<file path="config.mk">
export PLATFORM = sky130hd
export DESIGN_NAME = task_switch_guard
export DESIGN_NICKNAME = d
export VERILOG_FILES = /design/src/common/tss_pkg.sv /design/src/task_switch_guard.sv /design/src/tss_field_fetch.sv
export SDC_FILE = /design/constraint.sdc
export NUM_CORES = 1
export LEC_CHECK = 0
export ABC_AREA = 1
export BUFFER_PORTS_ARGS = -buffer_cell sky130_fd_sc_hd__buf_2
export CAP_MARGIN = 20
export CELL_PAD_IN_SITES_DETAIL_PLACEMENT = 1
export CELL_PAD_IN_SITES_GLOBAL_PLACEMENT = 1
export CORE_ASPECT_RATIO = 0.5
export CORE_MARGIN = 1.5
export CORE_UTILIZATION = 40
export CTS_BUF_LIST = sky130_fd_sc_hd__clkbuf_2 sky130_fd_sc_hd__clkbuf_4 sky130_fd_sc_hd__clkbuf_8
export DETAILED_ROUTE_END_ITERATION = 8
export PLACE_DENSITY_LB_ADDON = 0.1
export SYNTH_ARGS = -nofsm -noshare
export SYNTH_HDL_FRONTEND = slang
export SYNTH_SLANG_ARGS = --single-unit
</file>
<file path="constraint.sdc">
create_clock -name clk -period 2.8 [get_ports clk]
set_input_delay 0.14 -clock clk [delete_from_list [all_inputs] [get_ports clk]]
set_output_delay 0.14 -clock clk [all_outputs]
set_load 0.01 [all_outputs]
</file>
<file path="src/common/tss_pkg.sv">
// package: task state block layout, request carriers and trap encodings
package task_block_pkg;

  // ==========================================
  // 64-bit task state block layout (byte offsets, io map bit position, ring level and alternate index limits)
  localparam logic [7:0] RING_STACK_OFS = 8'h04;
  localparam logic [7:0] ALT_STACK_OFS = 8'h24;
  localparam logic [7:0] PTR_STRIDE = 8'h08;
  localparam logic [7:0] HALF_OFS = 8'h04;
  localparam logic [7:0] IO_MAP_OFS = 8'h64;
  localparam int IO_MAP_LSB = 16;
  localparam logic [2:0] RING_LEVEL_MAX = 3'h2;
  localparam logic [2:0] ALT_INDEX_MIN = 3'h1;
  localparam logic [2:0] ALT_INDEX_MAX = 3'h7;

  // ==========================================
  // legacy 16-bit block: slot code times stride is the byte offset
  localparam logic [7:0] LEGACY_STRIDE = 8'h02;
  localparam logic [63:0] TASK_REG_BASE_RESET = 64'h0000_0000_0000_0000;

  typedef enum logic [4:0] {
    LEG_LINK = 5'h00, LEG_SP0 = 5'h01, LEG_SS0 = 5'h02, LEG_SP1 = 5'h03,
    LEG_SS1 = 5'h04, LEG_SP2 = 5'h05, LEG_SS2 = 5'h06, LEG_IP = 5'h07,
    LEG_FLAGS = 5'h08, LEG_AX = 5'h09, LEG_CX = 5'h0A, LEG_DX = 5'h0B,
    LEG_BX = 5'h0C, LEG_SP = 5'h0D, LEG_BP = 5'h0E, LEG_SI = 5'h0F,
    LEG_DI = 5'h10, LEG_ES = 5'h11, LEG_CS = 5'h12, LEG_SS = 5'h13,
    LEG_DS = 5'h14, LEG_LOCAL_TABLE = 5'h15
  } legacy_slot_t;

  typedef enum logic [2:0] {
    XFER_JUMP = 3'h0,
    XFER_CALL = 3'h1,
    XFER_SWINT = 3'h2,
    XFER_HWINT = 3'h3,
    XFER_INT_RETURN = 3'h4
  } xfer_kind_t;

  typedef enum logic [1:0] {
    TGT_OTHER = 2'h0,
    TGT_TASK_BLOCK = 2'h1,
    TGT_TASK_GATE = 2'h2
  } xfer_target_t;

  typedef enum logic [1:0] {
    FLD_RING_STACK = 2'h0,
    FLD_ALT_STACK = 2'h1,
    FLD_IO_MAP = 2'h2
  } field_sel_t;

  typedef struct packed {
    logic valid;
    xfer_kind_t kind;
    xfer_target_t target;
  } xfer_req_t;

  typedef struct packed {
    logic valid;
    field_sel_t sel;
    logic [2:0] index;
  } field_req_t;

  typedef struct packed {
    logic valid;
    legacy_slot_t slot;
    logic [31:0] value;
  } legacy_save_t;

endpackage

</file>
<file path="src/task_switch_guard.sv">
// task switch trap and task state block field access for long mode
// Function
// - in 64-bit mode a jump, call, software or hardware interrupt aimed at a task block or gate faults.
// - in 64-bit mode an interrupt return with the nested task flag at 1 faults.
// - the block holds a 64-bit ring stack pointer for levels 0-2, level 0 low half at byte 4.
// - the block holds seven 64-bit alternate interrupt stack pointers, each as low and high 32-bit halves.
// - the io map base is a 16-bit byte offset from the block base, in the upper half of the last word.
// - the task register loaded in 64-bit mode points at one 64-bit block for all long mode programs.
// - the legacy block has link 0, stacks 2-12, ip 14, flags 16, registers 18-32, selectors 34-40, local table 42.
// - saving into a legacy block drops the upper 16 bits of flags and instruction pointer.
`timescale 1ns/1ps
module task_switch_guard (
  input wire logic clk, // core clock
  input wire logic reset_n, // async reset, active low
  input wire logic long_mode, // core executes in 64-bit mode
  input wire logic nested_task_flag, // nested task flag of flags_register
  input wire task_block_pkg::xfer_req_t xfer, // control transfer under check
  output logic gp_fault_q, // general_protection_fault pulse
  output logic task_switch_q, // permitted hardware task switch pulse
  input wire logic load_valid, // load_task_register_instruction retires
  input wire logic [63:0] load_base, // block base for task_register
  output logic [63:0] task_reg_base_q, // task_register base
  output logic task_reg_long_q, // task_register holds a 64-bit block
  input wire task_block_pkg::field_req_t field_req, // 64-bit block field lookup
  output logic field_busy_q, // lookup in flight
  output logic field_done_q, // lookup result pulse
  output logic field_err_q, // lookup refused pulse
  output logic [63:0] field_value_q, // lookup result
  output logic rd_valid_q, // memory read request
  output logic [63:0] rd_addr_q, // memory read address
  input wire logic rd_ack, // memory read data valid
  input wire logic [31:0] rd_data, // memory read data
  input wire task_block_pkg::legacy_save_t save, // legacy block store request
  output logic save_busy_q, // store in flight
  output logic wr_valid_q, // 16-bit memory write request
  output logic [63:0] wr_addr_q, // memory write address
  output logic [15:0] wr_data_q, // memory write data
  input wire logic wr_ack // memory write accepted
);
  import task_block_pkg::*;

  // ==========================================
  // address helpers
  function automatic logic [7:0] field_offset(input field_sel_t sel, input logic [2:0] index);
    logic [7:0] ofs;
    ofs = IO_MAP_OFS;
    unique case (sel)
      FLD_RING_STACK: ofs = RING_STACK_OFS + 8'(index * PTR_STRIDE);
      FLD_ALT_STACK: ofs = ALT_STACK_OFS + 8'((index - ALT_INDEX_MIN) * PTR_STRIDE);
      FLD_IO_MAP: ofs = IO_MAP_OFS;
      default: ofs = IO_MAP_OFS;
    endcase
    return ofs;
  endfunction

  function automatic logic field_legal(input field_sel_t sel, input logic [2:0] index);
    logic ok;
    ok = 1'b0;
    unique case (sel)
      FLD_RING_STACK: ok = (index <= RING_LEVEL_MAX);
      FLD_ALT_STACK: ok = (index >= ALT_INDEX_MIN) && (index <= ALT_INDEX_MAX);
      FLD_IO_MAP: ok = 1'b1;
      default: ok = 1'b0;
    endcase
    return ok;
  endfunction

  // ==========================================
  // task switch trap
  logic gp_fault_d, task_switch_d;
  logic to_task, nested_return;

  always_comb begin
    to_task = xfer.valid && xfer.kind != XFER_INT_RETURN && xfer.target != TGT_OTHER;
    nested_return = xfer.valid && xfer.kind == XFER_INT_RETURN && nested_task_flag;
    // long mode has no hardware task switch; software must do it
    gp_fault_d = long_mode && (to_task || nested_return);
    task_switch_d = !long_mode && (to_task || nested_return);
  end

  always_ff @(posedge clk or negedge reset_n) begin
    if (!reset_n) begin
      gp_fault_q <= 1'b0;
      task_switch_q <= 1'b0;
    end else begin
      gp_fault_q <= gp_fault_d;
      task_switch_q <= task_switch_d;
    end
  end

  // ==========================================
  // task register
  logic [63:0] task_reg_base_d;
  logic task_reg_long_d;

  always_comb begin
    task_reg_base_d = task_reg_base_q;
    task_reg_long_d = task_reg_long_q;
    if (load_valid) begin
      task_reg_base_d = load_base;
      task_reg_long_d = long_mode;
    end
  end

  always_ff @(posedge clk or negedge reset_n) begin
    if (!reset_n) begin
      task_reg_base_q <= TASK_REG_BASE_RESET;
      task_reg_long_q <= 1'b0;
    end else begin
      task_reg_base_q <= task_reg_base_d;
      task_reg_long_q <= task_reg_long_d;
    end
  end

  // ==========================================
  // 64-bit field lookup
  logic fetch_start, fetch_busy, fetch_done, field_err_d;
  logic [63:0] fetch_value, fetch_addr;

  always_comb begin
    // only a block loaded in long mode is read; one lookup at a time
    fetch_start = field_req.valid && !fetch_busy && task_reg_long_q
                  && field_legal(field_req.sel, field_req.index);
    field_err_d = field_req.valid && !fetch_busy
                  && !(task_reg_long_q && field_legal(field_req.sel, field_req.index));
    fetch_addr = task_reg_base_q + {56'h0, field_offset(field_req.sel, field_req.index)};
  end

  block_field_fetch u_fetch (
    .clk(clk),
    .reset_n(reset_n),
    .start(fetch_start),
    .start_addr(fetch_addr),
    .half_only(field_req.sel == FLD_IO_MAP),
    .busy_q(fetch_busy),
    .done_q(fetch_done),
    .value_q(fetch_value),
    .rd_valid_q(rd_valid_q),
    .rd_addr_q(rd_addr_q),
    .rd_ack(rd_ack),
    .rd_data(rd_data)
  );

  always_ff @(posedge clk or negedge reset_n) begin
    if (!reset_n) begin
      field_err_q <= 1'b0;
    end else begin
      field_err_q <= field_err_d;
    end
  end

  assign field_busy_q = fetch_busy;
  assign field_done_q = fetch_done;
  assign field_value_q = fetch_value;

  // ==========================================
  // legacy 16-bit block store
  logic wr_valid_d, save_busy_d;
  logic [63:0] wr_addr_d;
  logic [15:0] wr_data_d;

  always_comb begin
    wr_valid_d = wr_valid_q;
    wr_addr_d = wr_addr_q;
    wr_data_d = wr_data_q;
    save_busy_d = save_busy_q;
    if (save_busy_q) begin
      if (wr_ack) begin
        wr_valid_d = 1'b0;
        save_busy_d = 1'b0;
      end
    end else if (save.valid) begin
      wr_valid_d = 1'b1;
      save_busy_d = 1'b1;
      wr_addr_d = task_reg_base_q + {56'h0, 8'(save.slot * LEGACY_STRIDE)};
      // a 16-bit block has no room for upper halves; they are lost
      wr_data_d = save.value[15:0];
    end
  end

  always_ff @(posedge clk or negedge reset_n) begin
    if (!reset_n) begin
      wr_valid_q <= 1'b0;
      wr_addr_q <= 64'h0000_0000_0000_0000;
      wr_data_q <= 16'h0000;
      save_busy_q <= 1'b0;
    end else begin
      wr_valid_q <= wr_valid_d;
      wr_addr_q <= wr_addr_d;
      wr_data_q <= wr_data_d;
      save_busy_q <= save_busy_d;
    end
  end
endmodule

</file>
<file path="src/tss_field_fetch.sv">
// two-read fetch of one 64-bit task state block field, or one read for the 16-bit io map base
`timescale 1ns/1ps
module block_field_fetch (
  input wire logic clk, // core clock
  input wire logic reset_n, // async reset, active low
  input wire logic start, // one-cycle start, only while idle
  input wire logic [63:0] start_addr, // address of the lower half
  input wire logic half_only, // field is a single upper-half word
  output logic busy_q, // fetch in flight
  output logic done_q, // one-cycle result pulse
  output logic [63:0] value_q, // assembled field
  output logic rd_valid_q, // read request, held until ack
  output logic [63:0] rd_addr_q, // read byte address
  input wire logic rd_ack, // read data valid
  input wire logic [31:0] rd_data // read data
);
  import task_block_pkg::*;

  typedef enum logic [1:0] {F_IDLE = 2'h0, F_LOW = 2'h1, F_HIGH = 2'h2} fetch_state_t;

  fetch_state_t state_q, state_d;
  logic [31:0] low_q, low_d;
  logic done_d, rd_valid_d, busy_d;
  logic [63:0] value_d, rd_addr_d;
  logic half_q, half_d;

  // ==========================================
  // next state
  always_comb begin
    state_d = state_q;
    low_d = low_q;
    half_d = half_q;
    done_d = 1'b0;
    value_d = value_q;
    rd_valid_d = rd_valid_q;
    rd_addr_d = rd_addr_q;
    unique case (state_q)
      F_IDLE: begin
        if (start) begin
          state_d = F_LOW;
          half_d = half_only;
          rd_valid_d = 1'b1;
          rd_addr_d = start_addr;
        end
      end
      F_LOW: begin
        if (rd_ack) begin
          low_d = rd_data;
          if (half_q) begin
            // io map base: upper half of the word, zero extended
            rd_valid_d = 1'b0;
            value_d = {48'h0000_0000_0000, rd_data[31:IO_MAP_LSB]};
            done_d = 1'b1;
            state_d = F_IDLE;
          end else begin
            rd_addr_d = rd_addr_q + {56'h0, HALF_OFS};
            state_d = F_HIGH;
          end
        end
      end
      F_HIGH: begin
        if (rd_ack) begin
          rd_valid_d = 1'b0;
          value_d = {rd_data, low_q};
          done_d = 1'b1;
          state_d = F_IDLE;
        end
      end
      default: state_d = F_IDLE;
    endcase
    busy_d = (state_d != F_IDLE);
  end

  always_ff @(posedge clk or negedge reset_n) begin
    if (!reset_n) begin
      state_q <= F_IDLE;
      busy_q <= 1'b0;
      low_q <= 32'h0000_0000;
      half_q <= 1'b0;
      done_q <= 1'b0;
      value_q <= 64'h0000_0000_0000_0000;
      rd_valid_q <= 1'b0;
      rd_addr_q <= 64'h0000_0000_0000_0000;
    end else begin
      state_q <= state_d;
      busy_q <= busy_d;
      low_q <= low_d;
      half_q <= half_d;
      done_q <= done_d;
      value_q <= value_d;
      rd_valid_q <= rd_valid_d;
      rd_addr_q <= rd_addr_d;
    end
  end
endmodule

</file>
==> results.yml <==
outcome:
  outcome: "complete, no violations"
power_and_ir_drop:
  ir_worst_vdd_v: 0.000467
  power.leakage_nw: 12.0
  power_density_mw_per_mm2: 789
  finalPower_w: 0.0193
setup_path:
  crit_path_max_incr_delay_ns: 0.41
  required_ns: 3.36
  endpoint_kind: "flip-flop"
  worstReg2RegEnd: "wr_addr_q[45]"
  rrSetupSlack_ns: 0.08
  start_kind: "flip-flop"
  timing.rr.start: "task_reg_base_q[1]"
  arrival_ns: 3.28
  crit_fanout: 5
  cpMaxStageDelayCell: "fa_1"
  cp_cell_sequence: "ha_1 > inv_1 > fa_1 > o21ai_2 > inv_1 > o21ai_4 > nand2_1 > nor2_1 > xor2_1 > nand2_1 > nand2_1"
  crit_type: "flip-flop to flip-flop"
  reg2regPathDepth: 11
  path_common_cell: "nand2_1"
floorplan:
  initial_core_util: 0.407
  dieArea_mm2: 0.0474
  fp.dieH_um: 155
  fp-row-count: 55
  core-area_mm2: 0.0453
  die_w_um: 306
  ios: 434
layout:
  final_nets: 3400
  drive_gt1_frac: 0.211
  area_growth_syn_to_layout_pct: 32.8
  fin_cells: 3853
timing:
  finalSetupViolCount: 0
  finClkSkew_ns: 0.0501
  tightest_slew_ns: 0.872
  slew_headroom: 0.418
  fmax_ghz: 0.367
  finalCriticalPeriod_ns: 2.72
  fin_crit_sh: 0.973
  hold_viol_final: 0
  finalMaxSlewViolations: 0
flow_run:
  cap_violations: 0
placed_design:
  gp_congestion: 1.04
  io_buffers: 417
  dp_cells: 3612
  hpwlAfterDp_mm: 64.5
cts:
  root_buffer: "clkbuf_8"
  clock_latency_ns: 0.67
  cts-buffers-inserted: 50
  cts_sinks: 316
  path_clk_slew_ns: 0.07
  tritoncts: "yes"
  htreeDepth: 2
  postCtsSetupBuffers: 0
  cts_buffer_depth: 3
synthesis:
  netlist_area_mm2: 0.0184
  synth_ff_type: "dfrtp_1"
  synth_edf_count: 0
  synth_top_area_cell: "dfrtp_1"
  synth-warning-count: 0
  ys_seq_elements: 316
  yosysSeqAreaShare: 0.429
  syn-mean-instance-area_um2: 7.13
  synthTopCellsByArea: "dfrtp_1 43%, nand2_1 17%, o21ai_0 6.5%"
  async_flop_share: 1.00
  ys_types: 52
  synthCells: 2583
  yosys.area.top_type_share: 0.429
  synthesis.nets: 2760
grt:
  grt_max_degree: 129
  grt-ovfl-total: 0
  grtUsageTotal: 0.373
  grt_first_pass_wirelength_mm: 134
  grt_pass1_vias: 21800
  antenna_found_initial: 3
drt:
  num_vias: 21000
  antenna_left: 0
  drt-initial-drc-count: 1879
  wire_per_inst_um: 23.0
  viasPerCell: 5.45
  drc: 0
  routed_wl_mm: 88.6
  dr.pass1.iters: 5
min_path:
  hold_class: "input pin to async pin"
## stage by stage
step	instance area, um^2	setup TNS (ns)	utilization	hold slack [ns]	setup WS [ns]
floorplan	18400	0	-	-0.156	0.352
global placement	21800	-3.82	0.482	0.138	-0.241
detailed placement	21800	-8.17	0.482	0.146	-0.294
CTS	24400	0	0.539	0.0295	0.0462
global route	24500	-0.346	0.540	0.105	-0.118
finish	24500	0	0.540	0.0544	0.0769
## cells in the mapped netlist (all sizes together), types with 2 or more instances
master / count
nand2: 868
a21oi: 26
o21ai: 254
a21o: 2
o211ai: 21
xnor2: 8
and2: 5
o31ai: 4
inv: 271
nand3: 211
ha: 22
nor3: 24
a31oi: 26
mux2: 19
nand4: 45
clkbuf: 51
nand3b: 4
buf: 36
o21a: 18
dfrtp: 316
xor2: 48
or2: 5
o21bai: 3
fa: 2
nor2: 285
## critical path: cells and delay by family (launching register included)
kind                     cells  cell delay [ns]
adder cells (fa/ha/maj)      2             0.61
XOR/XNOR                     1             0.37
AO/OA/AOI/OAI                2             0.44
flip-flops                   1             0.39
AND/OR/NAND/NOR              4             0.62
buffers and inverters        2             0.18
## per-layer routing
| metal | vias to the layer above | share of wire | track usage |
|---|---|---|---|
| met2 | 819 | 0.46 | 0.609 |
| met4 | 2 | 0.032 | 0.114 |
| met5 | - | 0.000090 | 0 |
| met1 | 10400 | 0.42 | 0.496 |
| met3 | 189 | 0.083 | 0.0806 |
| li1 | 9563 | - | - |
## logic make-up (layout without fill, tap and decap cells)
| group | Yosys count | count (layout) | synth area share |
|---|---|---|---|
| compound gates | 361 | 361 | 0.109 |
| other cells | 0 | 2 | 0 |
| fa+ha+maj | 24 | 24 | 0.0171 |
| simple gates | 1449 | 1449 | 0.331 |
| buf+inv | 358 | 1028 | 0.0751 |
| xor+xnor | 56 | 56 | 0.0266 |
| flops | 316 | 316 | 0.429 |
| mux | 19 | 19 | 0.0116 |
## layout make-up
type / instances / area, um^2
tap: 598 / 748
multi-input combinational: 1909 / 9190
clock inverter: 9 / 80.1
sequential: 316 / 7910
clock buffer: 73 / 936
inverter: 271 / 1020
timing repair buffer: 675 / 4580
antenna: 2 / 5.00
fill: 5897 / 20800
## how the worst max path moves through the flow
stage / endpoint / start / depth (start not counted)
finish: wr_addr_q[45] / task_reg_base_q[1] / 11
global route: u_fetch.rd_addr_q[62] / field_req[4] / 20
CTS: u_fetch.rd_addr_q[38] / field_req[4] / 19
detailed placement: u_fetch.rd_addr_q[38] / field_req[0] / 18
global placement: u_fetch.rd_addr_q[38] / field_req[0] / 18
floorplan: u_fetch.rd_addr_q[34] / field_req[0] / 19
## registers in the layout, summed over array words and instances (netlist names)
name,count
task_reg_base_q,64
u_fetch.rd_addr_q,64
u_fetch.value_q,64
wr_addr_q,64
u_fetch.low_q,32
wr_data_q,16
u_fetch.state_q,2
field_err_q,1
gp_fault_q,1
save_busy_q,1
task_reg_long_q,1
task_switch_q,1
u_fetch.busy_q,1
u_fetch.done_q,1
u_fetch.half_q,1
u_fetch.rd_valid_q,1
wr_valid_q,1
## placed cells by master, fill, tap and decap left out, types with 62 or more instances in the layout
master / netlist / routed
nand2_1: 855 / 849
buf_2: 20 / 415
dfrtp_1: 316 / 316
inv_1: 266 / 263
nor2_1: 264 / 263
o21ai_0: 239 / 237
nand3_1: 208 / 207
dlygate4sd3_1: 0 / 157
buf_4: 1 / 90
clkbuf_8: 1 / 62
## timing repair
action,CTS,global route
hold buffers,157,0
hold endpoints to repair,488,0
gates resized for setup,0,15
setup endpoints to repair,0,24
## report_power, final
part / internal, W / switching [W]
logic: 0.00276 / 0.00463
clock network: 0.00223 / 0.00211
registers: 0.00605 / 0.00155
total: 0.0110 / 0.00828
Power figures use the tool's default switching activity.
